==> src/pcsp_defines.vh <==
`ifndef PCSP_DEFINES_VH
`define PCSP_DEFINES_VH

// word size and bit counters
`define PCSP_WORD_BITS 8
`define PCSP_LAST_FALL 4'h8
`define PCSP_LAST_RX_BIT 3'h7

// code sent when the user side has no word ready at slot start
`define PCSP_IDLE_CODE 8'hff

// falling edges skipped after the link sync before the second bearer slot
`define PCSP_SLOT2_SKIP 4'ha

// one-hot engine states
`define PCSP_ST_IDLE 3'b001
`define PCSP_ST_ARMED 3'b010
`define PCSP_ST_SHIFT 3'b100

// positions in the synchronised pin vector
`define PCSP_PIN_COUNT 11
`define PCSP_P_ISDN 10
`define PCSP_P_LONG 9
`define PCSP_P_SLOT2 8
`define PCSP_P_TXCLK 7
`define PCSP_P_TXFS 6
`define PCSP_P_RXCLK 5
`define PCSP_P_RXFS 4
`define PCSP_P_RXIN 3
`define PCSP_P_LKCLK 2
`define PCSP_P_LKFS 1
`define PCSP_P_LKRX 0

`endif

==> src/pcsp_sync2.v <==
`timescale 1ns/1ns
// two-stage synchroniser for a vector of asynchronous pins
module pcsp_sync2 #(
    parameter WIDTH = 1
) (
    input wire ref_clk,
    input wire rstn,
    input wire [WIDTH-1:0] asyncIn,
    output reg [WIDTH-1:0] syncOut
);
    reg [WIDTH-1:0] meta_reg;

    // the first stage feeds only the second stage
    always @(posedge ref_clk or negedge rstn) begin
        if (!rstn) begin
            meta_reg <= {WIDTH{1'b0}};
            syncOut <= {WIDTH{1'b0}};
        end else begin
            meta_reg <= asyncIn;
            syncOut <= meta_reg;
        end
    end
endmodule // pcsp_sync2

==> src/pcsp_fifo2.v <==
`timescale 1ns/1ns
// small fifo with registered valid and ready, so a stalled reader loses no word
module pcsp_fifo2 #(
    parameter WIDTH = 8,
    parameter DEPTH = 2,
    parameter AW = 1
) (
    input wire ref_clk,
    input wire rstn,
    input wire [WIDTH-1:0] inData,
    input wire inValid,
    output reg inReady,
    output wire [WIDTH-1:0] outData,
    output reg outValid,
    input wire outReady
);
    localparam [AW-1:0] LAST_PTR = DEPTH[AW-1:0] - 1'b1;
    localparam [AW:0] FULL_COUNT = DEPTH[AW:0];

    reg [WIDTH-1:0] mem [0:DEPTH-1];
    reg [AW-1:0] wrPtr_reg;
    reg [AW-1:0] rdPtr_reg;
    reg [AW:0] count_reg;
    reg [AW:0] count_next;
    wire doWrite = inValid && inReady;
    wire doRead = outValid && outReady;

    wire [AW-1:0] rdPtr_next = !doRead ? rdPtr_reg
        : (rdPtr_reg == LAST_PTR) ? {AW{1'b0}} : rdPtr_reg + {{(AW-1){1'b0}}, 1'b1};
    reg [WIDTH-1:0] headWord_reg;
    reg [WIDTH-1:0] headWord_next;

    // head word kept in a flop so the read port never comes through the array mux
    always @* begin
        headWord_next = mem[rdPtr_next];
        if (doWrite && wrPtr_reg == rdPtr_next) begin
            headWord_next = inData; // a word written into an empty head passes through
        end
    end

    always @(posedge ref_clk or negedge rstn) begin
        if (!rstn) begin
            headWord_reg <= {WIDTH{1'b0}};
        end else begin
            headWord_reg <= headWord_next;
        end
    end

    assign outData = headWord_reg;

    // occupancy after this cycle's write and read
    always @* begin
        count_next = count_reg;
        if (doWrite && !doRead) begin
            count_next = count_reg + {{AW{1'b0}}, 1'b1};
        end else if (doRead && !doWrite) begin
            count_next = count_reg - {{AW{1'b0}}, 1'b1};
        end
    end

    // pointers and flags; flags are registered so the ports come from flops
    always @(posedge ref_clk or negedge rstn) begin
        if (!rstn) begin
            wrPtr_reg <= {AW{1'b0}};
            rdPtr_reg <= {AW{1'b0}};
            count_reg <= {(AW+1){1'b0}};
            inReady <= 1'b0;
            outValid <= 1'b0;
        end else begin
            if (doWrite) begin
                wrPtr_reg <= (wrPtr_reg == LAST_PTR) ? {AW{1'b0}} : wrPtr_reg + {{(AW-1){1'b0}}, 1'b1};
            end
            if (doRead) begin
                rdPtr_reg <= (rdPtr_reg == LAST_PTR) ? {AW{1'b0}} : rdPtr_reg + {{(AW-1){1'b0}}, 1'b1};
            end
            count_reg <= count_next;
            inReady <= (count_next != FULL_COUNT);
            outValid <= (count_next != {(AW+1){1'b0}});
        end
    end

    // storage needs no reset
    always @(posedge ref_clk) begin
        if (doWrite) begin
            mem[wrPtr_reg] <= inData;
        end
    end
endmodule // pcsp_fifo2

==> src/pcsp_serial_port.v <==
`timescale 1ns/1ns
`include "pcsp_defines.vh"
module pcsp_serial_port #(
    parameter WORD_BITS = `PCSP_WORD_BITS,
    parameter RX_DEPTH = 2
) (
    input wire ref_clk,
    input wire rstn,
    input wire isdnFourWireMode,
    input wire longFrameMode,
    input wire secondBearerSlot,
    input wire txBitClock,
    input wire txFrameSync,
    output reg txPcmOut,
    output reg txPcmOutEn,
    input wire rxBitClock,
    input wire rxFrameSync,
    input wire rxPcmIn,
    input wire linkBitClock,
    input wire linkFrameSync,
    input wire linkRxData,
    output reg linkTxData,
    output reg linkTxDataEn,
    input wire [WORD_BITS-1:0] txWord,
    input wire txWordValid,
    output reg txWordReady,
    output reg txUnderrun,
    output wire [WORD_BITS-1:0] rxWord,
    output wire rxWordValid,
    input wire rxWordReady,
    output reg rxOverrun
);
    wire [`PCSP_PIN_COUNT-1:0] pins;
    reg [2:0] clkPrev_reg;

    // every pin crosses two flops before any logic looks at it
    pcsp_sync2 #(
        .WIDTH(`PCSP_PIN_COUNT)
    ) pinSync (
        .ref_clk(ref_clk),
        .rstn(rstn),
        .asyncIn({isdnFourWireMode, longFrameMode, secondBearerSlot, txBitClock,
                  txFrameSync, rxBitClock, rxFrameSync, rxPcmIn, linkBitClock,
                  linkFrameSync, linkRxData}),
        .syncOut(pins)
    );

    wire isdnMode = pins[`PCSP_P_ISDN];
    wire longMode = pins[`PCSP_P_LONG] && !isdnMode;
    wire slot2 = pins[`PCSP_P_SLOT2];
    wire [3:0] slotSkip = (isdnMode && slot2) ? `PCSP_SLOT2_SKIP : 4'h0;

    // edge detection runs on the synchronised copies only
    always @(posedge ref_clk or negedge rstn) begin
        if (!rstn) begin
            clkPrev_reg <= 3'h0;
        end else begin
            clkPrev_reg <= {pins[`PCSP_P_TXCLK], pins[`PCSP_P_RXCLK], pins[`PCSP_P_LKCLK]};
        end
    end

    // in link mode both directions share the link clock and sync
    wire txClk = isdnMode ? pins[`PCSP_P_LKCLK] : pins[`PCSP_P_TXCLK];
    wire txClkPrev = isdnMode ? clkPrev_reg[0] : clkPrev_reg[2];
    wire rxClk = isdnMode ? pins[`PCSP_P_LKCLK] : pins[`PCSP_P_RXCLK];
    wire rxClkPrev = isdnMode ? clkPrev_reg[0] : clkPrev_reg[1];
    wire txFs = isdnMode ? pins[`PCSP_P_LKFS] : pins[`PCSP_P_TXFS];
    wire rxFs = isdnMode ? pins[`PCSP_P_LKFS] : pins[`PCSP_P_RXFS];
    wire rxBit = isdnMode ? pins[`PCSP_P_LKRX] : pins[`PCSP_P_RXIN];
    wire txRise = txClk && !txClkPrev;
    wire txFall = !txClk && txClkPrev;
    wire rxFall = !rxClk && rxClkPrev;

    // ---------------- transmit word holding register ----------------
    reg [WORD_BITS-1:0] txHold_reg;
    reg txHoldFull_reg;
    reg txLoad;
    wire txAccept = txWordValid && txWordReady;

    // a word accepted in the cycle the slot consumes one is kept, not lost
    always @(posedge ref_clk or negedge rstn) begin
        if (!rstn) begin
            txHold_reg <= `PCSP_IDLE_CODE;
            txHoldFull_reg <= 1'b0;
            txWordReady <= 1'b0;
            txUnderrun <= 1'b0;
        end else begin
            if (txAccept) begin
                txHold_reg <= txWord;
            end
            if (txAccept) begin
                txHoldFull_reg <= 1'b1;
            end else if (txLoad) begin
                txHoldFull_reg <= 1'b0;
            end
            txWordReady <= !(txAccept || (txHoldFull_reg && !txLoad));
            txUnderrun <= txLoad && !txHoldFull_reg;
        end
    end

    wire [WORD_BITS-1:0] txSource = txHoldFull_reg ? txHold_reg : `PCSP_IDLE_CODE;

    // ---------------- transmit engine ----------------
    reg [2:0] txState_reg;
    reg [WORD_BITS-1:0] txShift_reg;
    reg [3:0] txFalls_reg;
    reg [3:0] txSkip_reg;
    reg txDone_reg;
    reg txBit_reg;
    reg txEn_reg;

    // slot start loads the word; a late start in long frame is still clean
    always @* begin
        txLoad = 1'b0;
        case (txState_reg)
            `PCSP_ST_IDLE: txLoad = longMode && txFs && txClk && !txDone_reg;
            `PCSP_ST_ARMED: txLoad = txRise && (txSkip_reg == 4'h0);
            default: txLoad = 1'b0;
        endcase
    end

    always @(posedge ref_clk or negedge rstn) begin
        if (!rstn) begin
            txState_reg <= `PCSP_ST_IDLE;
            txShift_reg <= `PCSP_IDLE_CODE;
            txFalls_reg <= 4'h0;
            txSkip_reg <= 4'h0;
            txDone_reg <= 1'b0;
            txBit_reg <= 1'b0;
            txEn_reg <= 1'b0;
        end else begin
            if (!txFs) begin
                txDone_reg <= 1'b0; // one word per long-frame sync pulse
            end
            case (txState_reg)
                `PCSP_ST_IDLE: begin
                    txEn_reg <= 1'b0;
                    if (txLoad) begin
                        txShift_reg <= {txSource[WORD_BITS-2:0], 1'b0};
                        txBit_reg <= txSource[WORD_BITS-1];
                        txEn_reg <= 1'b1;
                        txFalls_reg <= 4'h0;
                        txState_reg <= `PCSP_ST_SHIFT;
                    end else if (!longMode && txFall && txFs) begin
                        txSkip_reg <= slotSkip;
                        txState_reg <= `PCSP_ST_ARMED;
                    end
                end
                `PCSP_ST_ARMED: begin
                    if (txLoad) begin
                        txShift_reg <= {txSource[WORD_BITS-2:0], 1'b0};
                        txBit_reg <= txSource[WORD_BITS-1];
                        txEn_reg <= 1'b1;
                        txFalls_reg <= 4'h0;
                        txState_reg <= `PCSP_ST_SHIFT;
                    end else if (txFall && txSkip_reg != 4'h0) begin
                        txSkip_reg <= txSkip_reg - 4'h1;
                    end
                end
                `PCSP_ST_SHIFT: begin
                    if (txRise && txFalls_reg != `PCSP_LAST_FALL) begin
                        txBit_reg <= txShift_reg[WORD_BITS-1];
                        txShift_reg <= {txShift_reg[WORD_BITS-2:0], 1'b0};
                    end
                    if (txFall && txFalls_reg != `PCSP_LAST_FALL) begin
                        txFalls_reg <= txFalls_reg + 4'h1;
                    end
                    // release after the eighth fall; long frame also waits for sync low
                    if ((txFall && txFalls_reg == `PCSP_LAST_FALL - 4'h1 && !(longMode && txFs))
                        || (txFalls_reg == `PCSP_LAST_FALL && !(longMode && txFs))) begin
                        txEn_reg <= 1'b0;
                        txDone_reg <= longMode;
                        txState_reg <= `PCSP_ST_IDLE;
                    end
                end
                default: begin
                    txEn_reg <= 1'b0;
                    txState_reg <= `PCSP_ST_IDLE;
                end
            endcase
        end
    end

    // route the engine to the pin of the active mode; the other stays released
    always @(posedge ref_clk or negedge rstn) begin
        if (!rstn) begin
            txPcmOut <= 1'b0;
            txPcmOutEn <= 1'b0;
            linkTxData <= 1'b0;
            linkTxDataEn <= 1'b0;
        end else begin
            txPcmOut <= txBit_reg;
            linkTxData <= txBit_reg;
            txPcmOutEn <= txEn_reg && !isdnMode;
            linkTxDataEn <= txEn_reg && isdnMode;
        end
    end

    // ---------------- receive engine ----------------
    reg [2:0] rxState_reg;
    reg [WORD_BITS-1:0] rxShift_reg;
    reg [2:0] rxCount_reg;
    reg [3:0] rxSkip_reg;
    reg rxDone_reg;
    reg [WORD_BITS-1:0] rxPend_reg;
    reg rxPendValid_reg;
    reg rxComplete;
    reg [WORD_BITS-1:0] rxWordNext;
    wire rxBufReady;
    wire rxPop = rxPendValid_reg && rxBufReady;

    // the word whose last bit falls now, shifted in msb first
    always @* begin
        rxWordNext = {rxShift_reg[WORD_BITS-2:0], rxBit};
        rxComplete = (rxState_reg == `PCSP_ST_SHIFT) && rxFall
            && (rxCount_reg == `PCSP_LAST_RX_BIT);
    end

    always @(posedge ref_clk or negedge rstn) begin
        if (!rstn) begin
            rxState_reg <= `PCSP_ST_IDLE;
            rxShift_reg <= {WORD_BITS{1'b0}};
            rxCount_reg <= 3'h0;
            rxSkip_reg <= 4'h0;
            rxDone_reg <= 1'b0;
        end else begin
            if (!rxFs) begin
                rxDone_reg <= 1'b0;
            end
            case (rxState_reg)
                `PCSP_ST_IDLE: begin
                    if (rxFall && rxFs && longMode && !rxDone_reg) begin
                        rxShift_reg <= {{(WORD_BITS-1){1'b0}}, rxBit};
                        rxCount_reg <= 3'h1;
                        rxState_reg <= `PCSP_ST_SHIFT;
                    end else if (rxFall && rxFs && !longMode) begin
                        rxSkip_reg <= slotSkip;
                        rxState_reg <= `PCSP_ST_ARMED;
                    end
                end
                `PCSP_ST_ARMED: begin
                    if (rxFall && rxSkip_reg != 4'h0) begin
                        rxSkip_reg <= rxSkip_reg - 4'h1;
                    end else if (rxFall) begin
                        rxShift_reg <= {{(WORD_BITS-1){1'b0}}, rxBit};
                        rxCount_reg <= 3'h1;
                        rxState_reg <= `PCSP_ST_SHIFT;
                    end
                end
                `PCSP_ST_SHIFT: begin
                    if (rxFall) begin
                        rxShift_reg <= rxWordNext;
                        rxCount_reg <= rxCount_reg + 3'h1;
                    end
                    if (rxComplete) begin
                        rxDone_reg <= longMode;
                        rxState_reg <= `PCSP_ST_IDLE;
                    end
                end
                default: begin
                    rxState_reg <= `PCSP_ST_IDLE;
                end
            endcase
        end
    end

    // one-word stage ahead of the fifo; overrun only when both are blocked
    always @(posedge ref_clk or negedge rstn) begin
        if (!rstn) begin
            rxPend_reg <= {WORD_BITS{1'b0}};
            rxPendValid_reg <= 1'b0;
            rxOverrun <= 1'b0;
        end else begin
            rxOverrun <= rxComplete && rxPendValid_reg && !rxBufReady;
            if (rxComplete && (!rxPendValid_reg || rxBufReady)) begin
                rxPend_reg <= rxWordNext;
                rxPendValid_reg <= 1'b1;
            end else if (rxPop) begin
                rxPendValid_reg <= 1'b0;
            end
        end
    end

    pcsp_fifo2 #(
        .WIDTH(WORD_BITS),
        .DEPTH(RX_DEPTH),
        .AW(1)
    ) rxFifo (
        .ref_clk(ref_clk),
        .rstn(rstn),
        .inData(rxPend_reg),
        .inValid(rxPendValid_reg),
        .inReady(rxBufReady),
        .outData(rxWord),
        .outValid(rxWordValid),
        .outReady(rxWordReady)
    );
endmodule // pcsp_serial_port

==> config.mk <==
export PLATFORM = sky130hd
export DESIGN_NAME = pcsp_serial_port
export DESIGN_NICKNAME = d
export VERILOG_FILES = /design/src/pcsp_sync2.v /design/src/pcsp_fifo2.v /design/src/pcsp_serial_port.v
export VERILOG_INCLUDE_DIRS = /design/src /design/src/src
export SDC_FILE = /design/constraint.sdc
export NUM_CORES = 1
export LEC_CHECK = 0
export ABC_AREA = 1
export BUFFER_PORTS_ARGS = -buffer_cell sky130_fd_sc_hd__buf_4
export CAP_MARGIN = 15
export CORE_AREA = 4 4 132 83
export CTS_CLUSTER_SIZE = 8
export DETAILED_ROUTE_END_ITERATION = 12
export DIE_AREA = 0 0 136 87
export PLACE_DENSITY = 0.73
export SLEW_MARGIN = 20
export SYNTH_ARGS = -nofsm -noshare
export SYNTH_HDL_FRONTEND = slang
export SYNTH_SLANG_ARGS = --single-unit
export TNS_END_PERCENT = 20
==> constraint.sdc <==
create_clock -name ref_clk -period 1.4 [get_ports ref_clk]
set_input_delay 0.21 -clock ref_clk [delete_from_list [all_inputs] [get_ports ref_clk]]
set_output_delay 0.21 -clock ref_clk [all_outputs]
set_load 0.02 [all_outputs]
==> out/qor.log, run 1 <==
qor: timing.setup_viol 51
qor: synth.mappedNetlistNets 554
qor: die.floorplan.initialDensity 53.2%
qor: critical_path.timing_worst_setup_path_type flop to flop
qor: layout.multi_input_area 2020 um^2
qor: placed_design.dp_cells 740
qor: clocking.cts.htree.levels 4
qor: die.die_area 11800 um^2
qor: clocking.cts_tree done
qor: global_route.grt-ovfl-total 0
qor: placed_design.finalWeightedCongestion 0.880
qor: timing.tightest_slew 0.405 ns
qor: die.num_rows 28
qor: critical_path.arr_time_crit_path 2.03 ns
qor: clocking.clock_latency 0.41 ns
qor: flow_run.maxCapViolations 0
qor: global_route.grt_start_max_net_pins 65
qor: pwr.cellLeakagePower 0.00348 uW
qor: route.ant_nets 0
qor: timing.period_share 121%
qor: timing.final_setup_skew 0.00638 ns
qor: status.status finished with violations
qor: layout.postLayoutCellArea 7190 um^2
qor: route.drt-vias-per-instance 4.98
qor: synth.synth_top_cell_by_area dfrtp_1
qor: route.vias 4005
qor: die.floorplan.die.height 87 um
qor: layout.layout.cells.non_filler 804
qor: clocking.cts_buffer_depth 2
qor: critical_path.crit_start pinSync.syncOut[10]$_DFF_PN0_
qor: timing.clock.fmax 591 MHz
qor: die.die_width 136 um
qor: synth.synth_seq_cells 119
qor: synth.synth.top_cell.area_share 41.2%
qor: hold_path.holdCritPathClass primary input to flop
qor: clocking.clockRootBuffer clkbuf_16
qor: critical_path.r2r_start pinSync.syncOut[10]$_DFF_PN0_
qor: die.io_pins 39
qor: clocking.cts.reportedPaths.clkPinSlew 0.06 ns
qor: layout.num_antenna_cells 0
qor: pwr.vdd_ir_drop_max 0.00116 V
qor: pwr.power.density_cell_area 1940 nW/um^2
qor: timing.timing.max_slew.rel_slack 72.9%
qor: synth.synth_ff_type dfrtp_1
qor: synth.synth_area_leaders dfrtp_1, nand2_1, edfxtp_1, dfstp_2, nand3_1
qor: layout.final_net_count 685
qor: timing.final.min_clock_period 1.69 ns
qor: synth.mappedNetlistArea 5160 um^2
qor: layout.flow.area_growth_from_synthesis 39.3%
qor: timing.finalWorstSetupSlack -0.292 ns
qor: synth.synth_warnings 0
qor: layout.filler_cell_count 633
qor: synth.netlist_instances 525
qor: layout.finalCoreUtilization 74.1%
qor: layout.share_of_layout_cells_above_drive_strength_1 38.9%
qor: critical_path.worst-r2r-cell-count 11
qor: layout.final_cell_mix nand2_1, buf_4, dfrtp_1
qor: layout.layout_commonest_cell nand2_1
qor: route.drtIter0Drc 310
qor: critical_path.critPathMaxFanout 8
qor: critical_path.critPathCaptureType flop
qor: hold_path.min-delay-start txWord[5]
qor: global_route.number_of_global_route_vias_before_repair 3838
qor: timing.timing_max_transition_violations_final 0
qor: status.failed_checks negative setup slack
qor: timing.hold_violations 0
qor: critical_path.timing.critical_path.from_type flop
qor: layout.largest_reg_flops 16
qor: clocking.cts_inserted_buffers 17
qor: hold_path.timing.hold.worst_path_depth 2
qor: clocking.cts.sink_count 119
qor: placed_design.post-dp-hpwl 7220 um
qor: die.core-area 9700 um^2
qor: placed_design.io_buffer_count 38
qor: route.wire_per_inst 14.7 um
qor: layout.seq_area 3080 um^2
qor: route.detailedRoute.firstPassIterationCount 7
qor: global_route.antenna_found_initial 0
qor: placed_design.placed_area 6000 um^2
qor: critical_path.worst_ep_required_time 1.74 ns
qor: synth.yosysUniqueCellTypes 40
qor: global_route.grt_first_pass_wirelength 18500 um
qor: timing.grt_setup_unrepaired true
qor: synth.synth_async_sr_flop_share 86.6%
qor: synth.avgSynthCellArea 9.83 um^2
qor: global_route.global_route.usage.total 20.3%
qor: route.drc_errors 0
qor: synth.synth_edf_count 16
qor: synth.yosysSeqAreaShare 59.7%
qor: route.final_wirelength 11800 um
-- Yosys cell counts (2+ instances only) --
cell	count
nand2_1	138
dfrtp_1	85
inv_1	55
nand3_1	43
nor2_1	41
o21ai_0	31
dfstp_2	18
edfxtp_1	16
a21oi_1	9
nand2_2	9
mux2_2	8
o21ai_2	7
ha_1	6
nand2_4	5
nand4_1	5
xor2_1	5
buf_6	4
inv_2	4
a21oi_2	3
buf_2	3
o21ai_1	3
xnor2_1	3
a21oi_4	2
clkbuf_1	2
nand3_2	2
nand3b_1	2
nor2_2	2
nor3_2	2
-- layer usage --
metal	vias up	wire (um)	GRT usage, %
met3	17	565	4.97
met4	0	139	7.50
met5	-	0	0
li1	1953	-	-
met1	1932	5630	29.5
met2	103	5460	29.9
-- critical path, cell delays in order, from the launching register on --
cell	delay, ns
dfrtp_2	0.49
inv_8	0.13
nand2_4	0.06
nand2_4	0.09
inv_2	0.04
nand2_1	0.07
nor2_2	0.05
nor2_4	0.17
nand2_8	0.10
buf_6	0.15
buf_4	0.13
a21oi_2	0.12
-- cell families after synthesis --
kind of cell / synth area share, %
xor gates and xnor gates: 1.89
and+or+nand+nor: 22.3
AOI/OAI and AO/OA: 6.91
muxes: 1.75
buffers and inverters: 5.96
DFF: 59.7
adders and majority gates: 1.45
-- report_power, final --
part           switching (uW)  internal [uW]
clock                    1620           3080
combinational            2460           2080
sequential                392           4300
-- path summary, 6_finish.rpt --
| path | slack, ns | endpoint |
|---|---|---|
| max | -0.29 | txShift_reg[0]$_DFFE_PN1P_ |
| min | 0.03 | txHold_reg[5]$_DFFE_PN1P_ |
| max reg2reg | -0.29 | txShift_reg[0]$_DFFE_PN1P_ |
| min reg2reg | 0.34 | pinSync.syncOut[3]$_DFF_PN0_ |
| max in group asynchronous | 0.69 | rxState_reg[0]$_DFFE_PN1P_ |
| min in group asynchronous | 0.32 | rxFifo.rdPtr_reg$_DFF_PN0_ |
-- through the flow --
stage / setup slack, ns / hold slack (ns) / setup TNS, ns / power, uW
floorplan: -0.114 / -0.0856 / -2.96 / 7060
global placement: -0.311 / 0.201 / -9.29 / 8140
detailed placement: -0.371 / 0.203 / -12.07 / 8280
CTS: -0.218 / 0.0175 / -7.65 / 13300
global route: -0.374 / 0.0161 / -14.57 / 14700
finish: -0.292 / 0.0306 / -9.59 / 13900
-- cell type report --
type / instances / area share [%]
inverter: 60 / 3.34
clock inverter: 12 / 2.23
multi-input combinational: 336 / 28.2
sequential: 119 / 42.9
clock buffer: 20 / 6.81
tap: 135 / 2.35
timing repair buffer: 122 / 14.2
-- timing repair --
action                     4_1_cts  5_1_grt
resized for setup               14       59
pin swaps                        8       21
hold buffers                    12        0
cloned                           0        0
hold endpoints to repair        96        0
buffers inserted                11        9
setup endpoints to repair       57       62
No activity file was read; power rests on OpenSTA's default activity.
==> inputs of run 2 (changes only) <==
--- a/config.mk
+++ b/config.mk
@@ -13,7 +13,7 @@
 export CTS_CLUSTER_SIZE = 8
 export DETAILED_ROUTE_END_ITERATION = 12
 export DIE_AREA = 0 0 136 87
-export PLACE_DENSITY = 0.73
+export PLACE_DENSITY = 0.72
 export SLEW_MARGIN = 20
 export SYNTH_ARGS = -nofsm -noshare
 export SYNTH_HDL_FRONTEND = slang
==> out/qor.log, run 2 (same netlist as run 1, synthesis figures left out) <==
qor: layout.final_cell_mix nand2_1, buf_4, dfrtp_1
qor: timing.grt_setup_unrepaired true
qor: timing.tightest_slew 0.465 ns
qor: placed_design.dp_cells 750
qor: status.failed_checks negative setup slack
qor: pwr.swShare 32.7%
qor: clocking.cts_buffer_depth 2
qor: critical_path.timing_worst_setup_path_type flop to flop
qor: global_route.grt-ovfl-total 0
qor: global_route.grt_start_max_net_pins 30
qor: critical_path.critPathMaxFanout 7
qor: pwr.power.density_cell_area 1930 nW/um^2
qor: flow_run.maxCapViolations 0
qor: timing.finalWorstSetupSlack -0.314 ns
qor: pwr.internal_cell_power 9470 uW
qor: layout.largest_reg_flops 16
qor: clocking.cts.reportedPaths.clkPinSlew 0.06 ns
qor: timing.hold_violations 0
qor: placed_design.io_buffer_count 38
qor: route.drtIter0Drc 344
qor: route.final_wirelength 12600 um
qor: placed_design.finalWeightedCongestion 0.803
qor: pwr.vdd_ir_drop_max 0.00123 V
qor: layout.filler_cell_count 631
qor: critical_path.worst_ep_required_time 1.70 ns
qor: clocking.cts_inserted_buffers 17
qor: clocking.clockRootBuffer clkbuf_16
qor: pwr.power.share.sequential 33.4%
qor: layout.num_antenna_cells 0
qor: die.core-area 9700 um^2
qor: pwr.power.clock.fraction 32.0%
qor: route.vias 4147
qor: critical_path.timing.critical_path.from_type flop
qor: global_route.number_of_global_route_vias_before_repair 4156
qor: pwr.netSwitchingPower 4590 uW
qor: critical_path.arr_time_crit_path 2.01 ns
qor: clocking.cts.htree.levels 4
qor: clocking.clock_latency 0.41 ns
qor: layout.share_of_layout_cells_above_drive_strength_1 40.5%
qor: clocking.cts.sink_count 119
qor: die.floorplan.die.height 87 um
qor: timing.clock.fmax 583 MHz
qor: layout.flow.area_growth_from_synthesis 41.0%
qor: route.detailedRoute.firstPassIterationCount 5
qor: hold_path.holdCritPathClass primary input to flop
qor: timing.setup_viol 52
qor: route.drt-vias-per-instance 5.11
qor: route.ant_nets 0
qor: status.status finished with violations
qor: timing.period_share 122%
qor: route.wire_per_inst 15.5 um
qor: critical_path.worstPathCellList inv_8, nand2_4, nand2_4, inv_2, nor2_2, o21ai_2, a21oi_4, nand2_2, nand2_1, nand2_2
qor: route.drc_errors 0
qor: layout.final_net_count 692
qor: critical_path.worst_path_dominant_cell_family simple AND/OR/NAND/NOR gates
qor: global_route.antenna_found_initial 0
qor: die.floorplan.initialDensity 53.2%
qor: critical_path.cp_slowest_stage_delay 0.49 ns
qor: global_route.global_route.usage.total 22.5%
qor: pwr.cellLeakagePower 0.00352 uW
qor: layout.layout.cells.non_filler 811
qor: timing.final_setup_skew 0.00542 ns
qor: die.die_width 136 um
qor: layout.layout_commonest_cell nand2_1
qor: placed_design.post-dp-hpwl 7860 um
qor: timing.final.min_clock_period 1.71 ns
qor: die.io_pins 39
qor: global_route.grt_first_pass_wirelength 20300 um
qor: die.num_rows 28
qor: die.die_area 11800 um^2
qor: critical_path.critPathCaptureType flop
qor: critical_path.cpMaxStageDelayCell dfrtp_2
qor: timing.fin_hold_ws 0.0315 ns
qor: pwr.power.combinational.fraction 34.6%
qor: timing.fin_setup_tns -10.62 ns
qor: clocking.cts_tree done
qor: timing.timing.max_slew.rel_slack 69.0%
qor: timing.timing_max_transition_violations_final 0
qor: critical_path.critical_path.n_buffers_inverters 2
-- run 2: cell count changes in the layout (fill, tap and decap cells not counted), moves of 3 or more --
cell / previous run / this run
inv_6: 4 / 1
nand2_1: 124 / 116
buf_6: 7 / 4
clkinv_2: 1 / 5
o21ai_1: 2 / 6
nor2_4: 2 / 7
o21ai_0: 27 / 23
nand2_2: 15 / 23
nor2_1: 23 / 26
buf_4: 99 / 105
nor2_2: 19 / 11
-- run 2: worst reg2reg max path, delay by kind of cell (launching register included) --
kind	cells	cell delay, ns
flops	1	0.49
buf+inv	2	0.19
compound gates	2	0.33
simple gates	6	0.58
-- run 2: metrics by stage --
stage / area [um^2] / utilization, % / power, uW / setup WS (ns)
3_5_place_dp: 6100 / 62.8 / 8500 / -0.355
3_3_place_gp: 6100 / 62.8 / 8350 / -0.283
2_1_floorplan: 5190 / - / 7060 / -0.114
4_1_cts: 7130 / 73.4 / 13800 / -0.236
6_report: 7280 / 75.0 / 14100 / -0.314
5_1_grt: 7280 / 75.0 / 14800 / -0.392
-- run 2: path summary, 6_finish.rpt --
| check | start | end | slack, ns | depth (start not counted) |
|---|---|---|---|---|
| worst max-delay path | pinSync.syncOut[10]$_DFF_PN0_ | txFalls_reg[2]$_DFFE_PN0P_ | -0.31 | 10 |
| worst min-delay path | txWord[6] | txHold_reg[6]$_DFFE_PN1P_ | 0.03 | 2 |
| worst max register to register | pinSync.syncOut[10]$_DFF_PN0_ | txFalls_reg[2]$_DFFE_PN0P_ | -0.31 | 10 |
| worst min register to register | pinSync.meta_reg[1]$_DFF_PN0_ | pinSync.syncOut[1]$_DFF_PN0_ | 0.35 | 0 |
| max in group asynchronous | rstn | txShift_reg[7]$_DFFE_PN1P_ | 0.53 | 3 |
| min in group asynchronous | rstn | rxFifo.count_reg[1]$_DFF_PN0_ | 0.31 | 2 |
-- run 2: area by class of cell --
class	instances	area [um^2]	area share (%)
sequential	119	3080	42.4
clock inverter	13	179	2.46
multi-input combinational	337	2090	28.7
tap	135	169	2.32
clock buffer	19	433	5.95
inverter	60	238	3.27
timing repair buffer	128	1090	15.0
-- run 2: repair_timing --
item                                    CTS  global route
pin swaps                                19            35
endpoints found under the hold margin    26             0
gates resized for setup                  48            42
hold buffers                             12             0
buffers inserted                         14             3
endpoints found under the setup margin   54            61
gates cloned                              1             0
-- run 2: metal layers --
| metal | vias to the layer above | GRT usage [%] | part of all wire [%] |
|---|---|---|---|
| li1 | 1972 | - | - |
| met1 | 2033 | 31.4 | 47 |
| met2 | 123 | 34.1 | 47 |
| met3 | 19 | 5.83 | 4.8 |
| met4 | 0 | 8.51 | 1.5 |
| met5 | - | 0 | 0 |
-- run 2: power by group through the flow --
stage / combinational, uW / clock (uW) / sequential, uW
6_report: 4860 / 4500 / 4690
5_1_grt: 5290 / 4750 / 4760
2_1_floorplan: 2350 / 0 / 4710
3_3_place_gp: 3690 / 0 / 4650
3_5_place_dp: 3800 / 0 / 4690
4_1_cts: 4580 / 4550 / 4670
==> inputs of run 3 (changes only) <==
--- a/config.mk
+++ b/config.mk
@@ -13,7 +13,7 @@
 export CTS_CLUSTER_SIZE = 8
 export DETAILED_ROUTE_END_ITERATION = 12
 export DIE_AREA = 0 0 136 87
-export PLACE_DENSITY = 0.72
+export PLACE_DENSITY = 0.78
 export SLEW_MARGIN = 20
 export SYNTH_ARGS = -nofsm -noshare
 export SYNTH_HDL_FRONTEND = slang
==> out/qor.log, run 3 (same netlist as run 1, synthesis figures left out) <==
qor: status.status finished with violations
qor: status.failed_checks negative setup slack
qor: route.drc_errors 0
qor: route.final_wirelength 15000 um
qor: global_route.grt_start_max_net_pins 42
qor: timing.finalWorstSetupSlack -0.401 ns
qor: global_route.number_of_global_route_vias_before_repair 4272
qor: timing.final_setup_skew 0.00625 ns
qor: flow_run.maxCapViolations 0
qor: critical_path.crit_start txState_reg[0]$_DFFE_PN1P_
qor: clocking.cts_inserted_buffers 17
qor: die.die_width 136 um
qor: critical_path.cp_slowest_stage_delay 0.57 ns
qor: pwr.power.density_cell_area 1970 nW/um^2
qor: timing.clock.fmax 555 MHz
qor: timing.fin_setup_tns -13.36 ns
qor: global_route.antenna_found_initial 0
qor: critical_path.critPathCaptureType flop
qor: layout.final_net_count 685
qor: timing.setup_viol 53
qor: layout.final_cell_mix nand2_1, buf_4, dfrtp_1
qor: clocking.cts_buffer_depth 2
qor: die.floorplan.initialDensity 53.2%
qor: layout.postLayoutCellArea 7290 um^2
qor: placed_design.io_buffer_count 38
qor: global_route.global_route.usage.total 23.1%
qor: timing.hold_violations 0
qor: die.io_pins 39
qor: critical_path.arr_time_crit_path 2.10 ns
qor: critical_path.timing_worst_setup_path_type flop to flop
qor: route.drt-vias-per-instance 5.52
qor: clocking.cts_tree done
qor: placed_design.placed_area 5950 um^2
qor: pwr.cellLeakagePower 0.00349 uW
qor: clocking.cts.sink_count 119
qor: clocking.cts.reportedPaths.clkPinSlew 0.05 ns
qor: critical_path.timing.critical_path.from_type flop
qor: timing.final.min_clock_period 1.80 ns
qor: clocking.clockRootBuffer clkbuf_16
qor: route.detailedRoute.firstPassIterationCount 5
qor: hold_path.timing.hold.worst_path_depth 2
qor: pwr.vdd_ir_drop_max 0.00118 V
qor: timing.timing_max_transition_violations_final 0
qor: layout.flow.area_growth_from_synthesis 41.3%
qor: critical_path.r2r_start txState_reg[0]$_DFFE_PN1P_
qor: placed_design.post-dp-hpwl 7760 um
qor: global_route.grt-ovfl-total 0
qor: layout.share_of_layout_cells_above_drive_strength_1 41.0%
qor: hold_path.min-delay-start txWord[5]
qor: timing.grt_setup_unrepaired true
qor: layout.layout_commonest_cell nand2_1
qor: critical_path.worst_ep_required_time 1.70 ns
qor: critical_path.critPathMaxFanout 5
qor: clocking.clock_latency 0.41 ns
qor: route.wire_per_inst 18.6 um
qor: timing.tightest_slew 0.456 ns
qor: die.core-area 9700 um^2
qor: die.floorplan.die.height 87 um
qor: layout.largest_reg_flops 16
qor: route.ant_nets 0
qor: hold_path.holdCritPathClass primary input to flop
qor: layout.num_antenna_cells 0
qor: route.vias 4439
qor: die.num_rows 28
qor: critical_path.worst-r2r-cell-count 8
qor: critical_path.cpMaxStageDelayCell dfstp_2
qor: die.die_area 11800 um^2
qor: critical_path.worstPathCellList inv_2, nand3_2, clkinvlp_4, nor2_4, a21oi_4, buf_6, nand3_1, nand2_1
qor: route.drtIter0Drc 470
qor: timing.timing.max_slew.rel_slack 69.5%
qor: timing.period_share 129%
qor: global_route.grt_first_pass_wirelength 20900 um
qor: clocking.cts.htree.levels 4
qor: placed_design.finalWeightedCongestion 0.837
run 3: cell count changes in the layout (fill, tap and decap cells not counted), sizes merged:
cell	before	now
clkinv	7	4
nand2	152	154
bufinv	4	3
buf	116	108
inv	61	58
a21oi	15	14
clkinvlp	1	3
clkbuf	19	24
run 3: metrics by stage:
step	power (uW)	setup slack [ns]	util, %	instances	hold slack (ns)
6_report	14400	-0.401	75.1	804	0.0353
5_1_grt	15000	-0.459	75.1	804	0.0246
4_1_cts	13600	-0.243	72.7	796	0.0274
3_5_place_dp	8310	-0.371	61.3	734	0.112
3_3_place_gp	8080	-0.241	61.3	734	0.113
2_1_floorplan	7060	-0.114	-	525	-0.0856
run 3: repair_timing:
item                                    CTS  global route
setup buffers                            15             8
resized for setup                        66            48
endpoints found under the setup margin   54            63
hold endpoints to repair                 39             0
gates cloned                              3             0
hold buffers                             12             0
pin swaps                                25            27
run 3: worst max-delay path, delay by kind of cell, from the launching register on:
family / cells / cell delay [ns]
compound gates: 1 / 0.08
buf+inv: 3 / 0.46
flops: 1 / 0.57
simple gates: 4 / 0.56
run 3: path summary, 6_finish.rpt:
kind | slack (ns) | end
worst min register to register | 0.34 | pinSync.syncOut[3]$_DFF_PN0_
min in group asynchronous | 0.23 | rxState_reg[1]$_DFFE_PN0P_
worst min-delay path | 0.04 | txHold_reg[5]$_DFFE_PN1P_
worst max register to register | -0.40 | txFalls_reg[2]$_DFFE_PN0P_
max in group asynchronous | 0.58 | rxState_reg[0]$_DFFE_PN1P_
worst max-delay path | -0.40 | txFalls_reg[2]$_DFFE_PN0P_
run 3: layer usage:
layer / part of all wire, % / track usage (%)
met1: 39 / 29.5
met2: 48 / 37.4
met3: 8.2 / 6.06
met4: 4.4 / 10.8
met5: 0 / 0
run 3: power breakdown:
part	switching, uW	total [uW]	internal (uW)
Clock	1520	4410	2890
Sequential	432	4740	4310
Combinational	3080	5230	2150
run 3: layout make-up:
| class | count | area [um^2] |
|---|---|---|
| clock inverter | 8 | 124 |
| tap | 135 | 169 |
| clock buffer | 24 | 472 |
| timing repair buffer | 120 | 1040 |
| fill | 572 | 2410 |
| inverter | 60 | 246 |
| sequential | 119 | 3080 |
| multi-input combinational | 338 | 2160 |
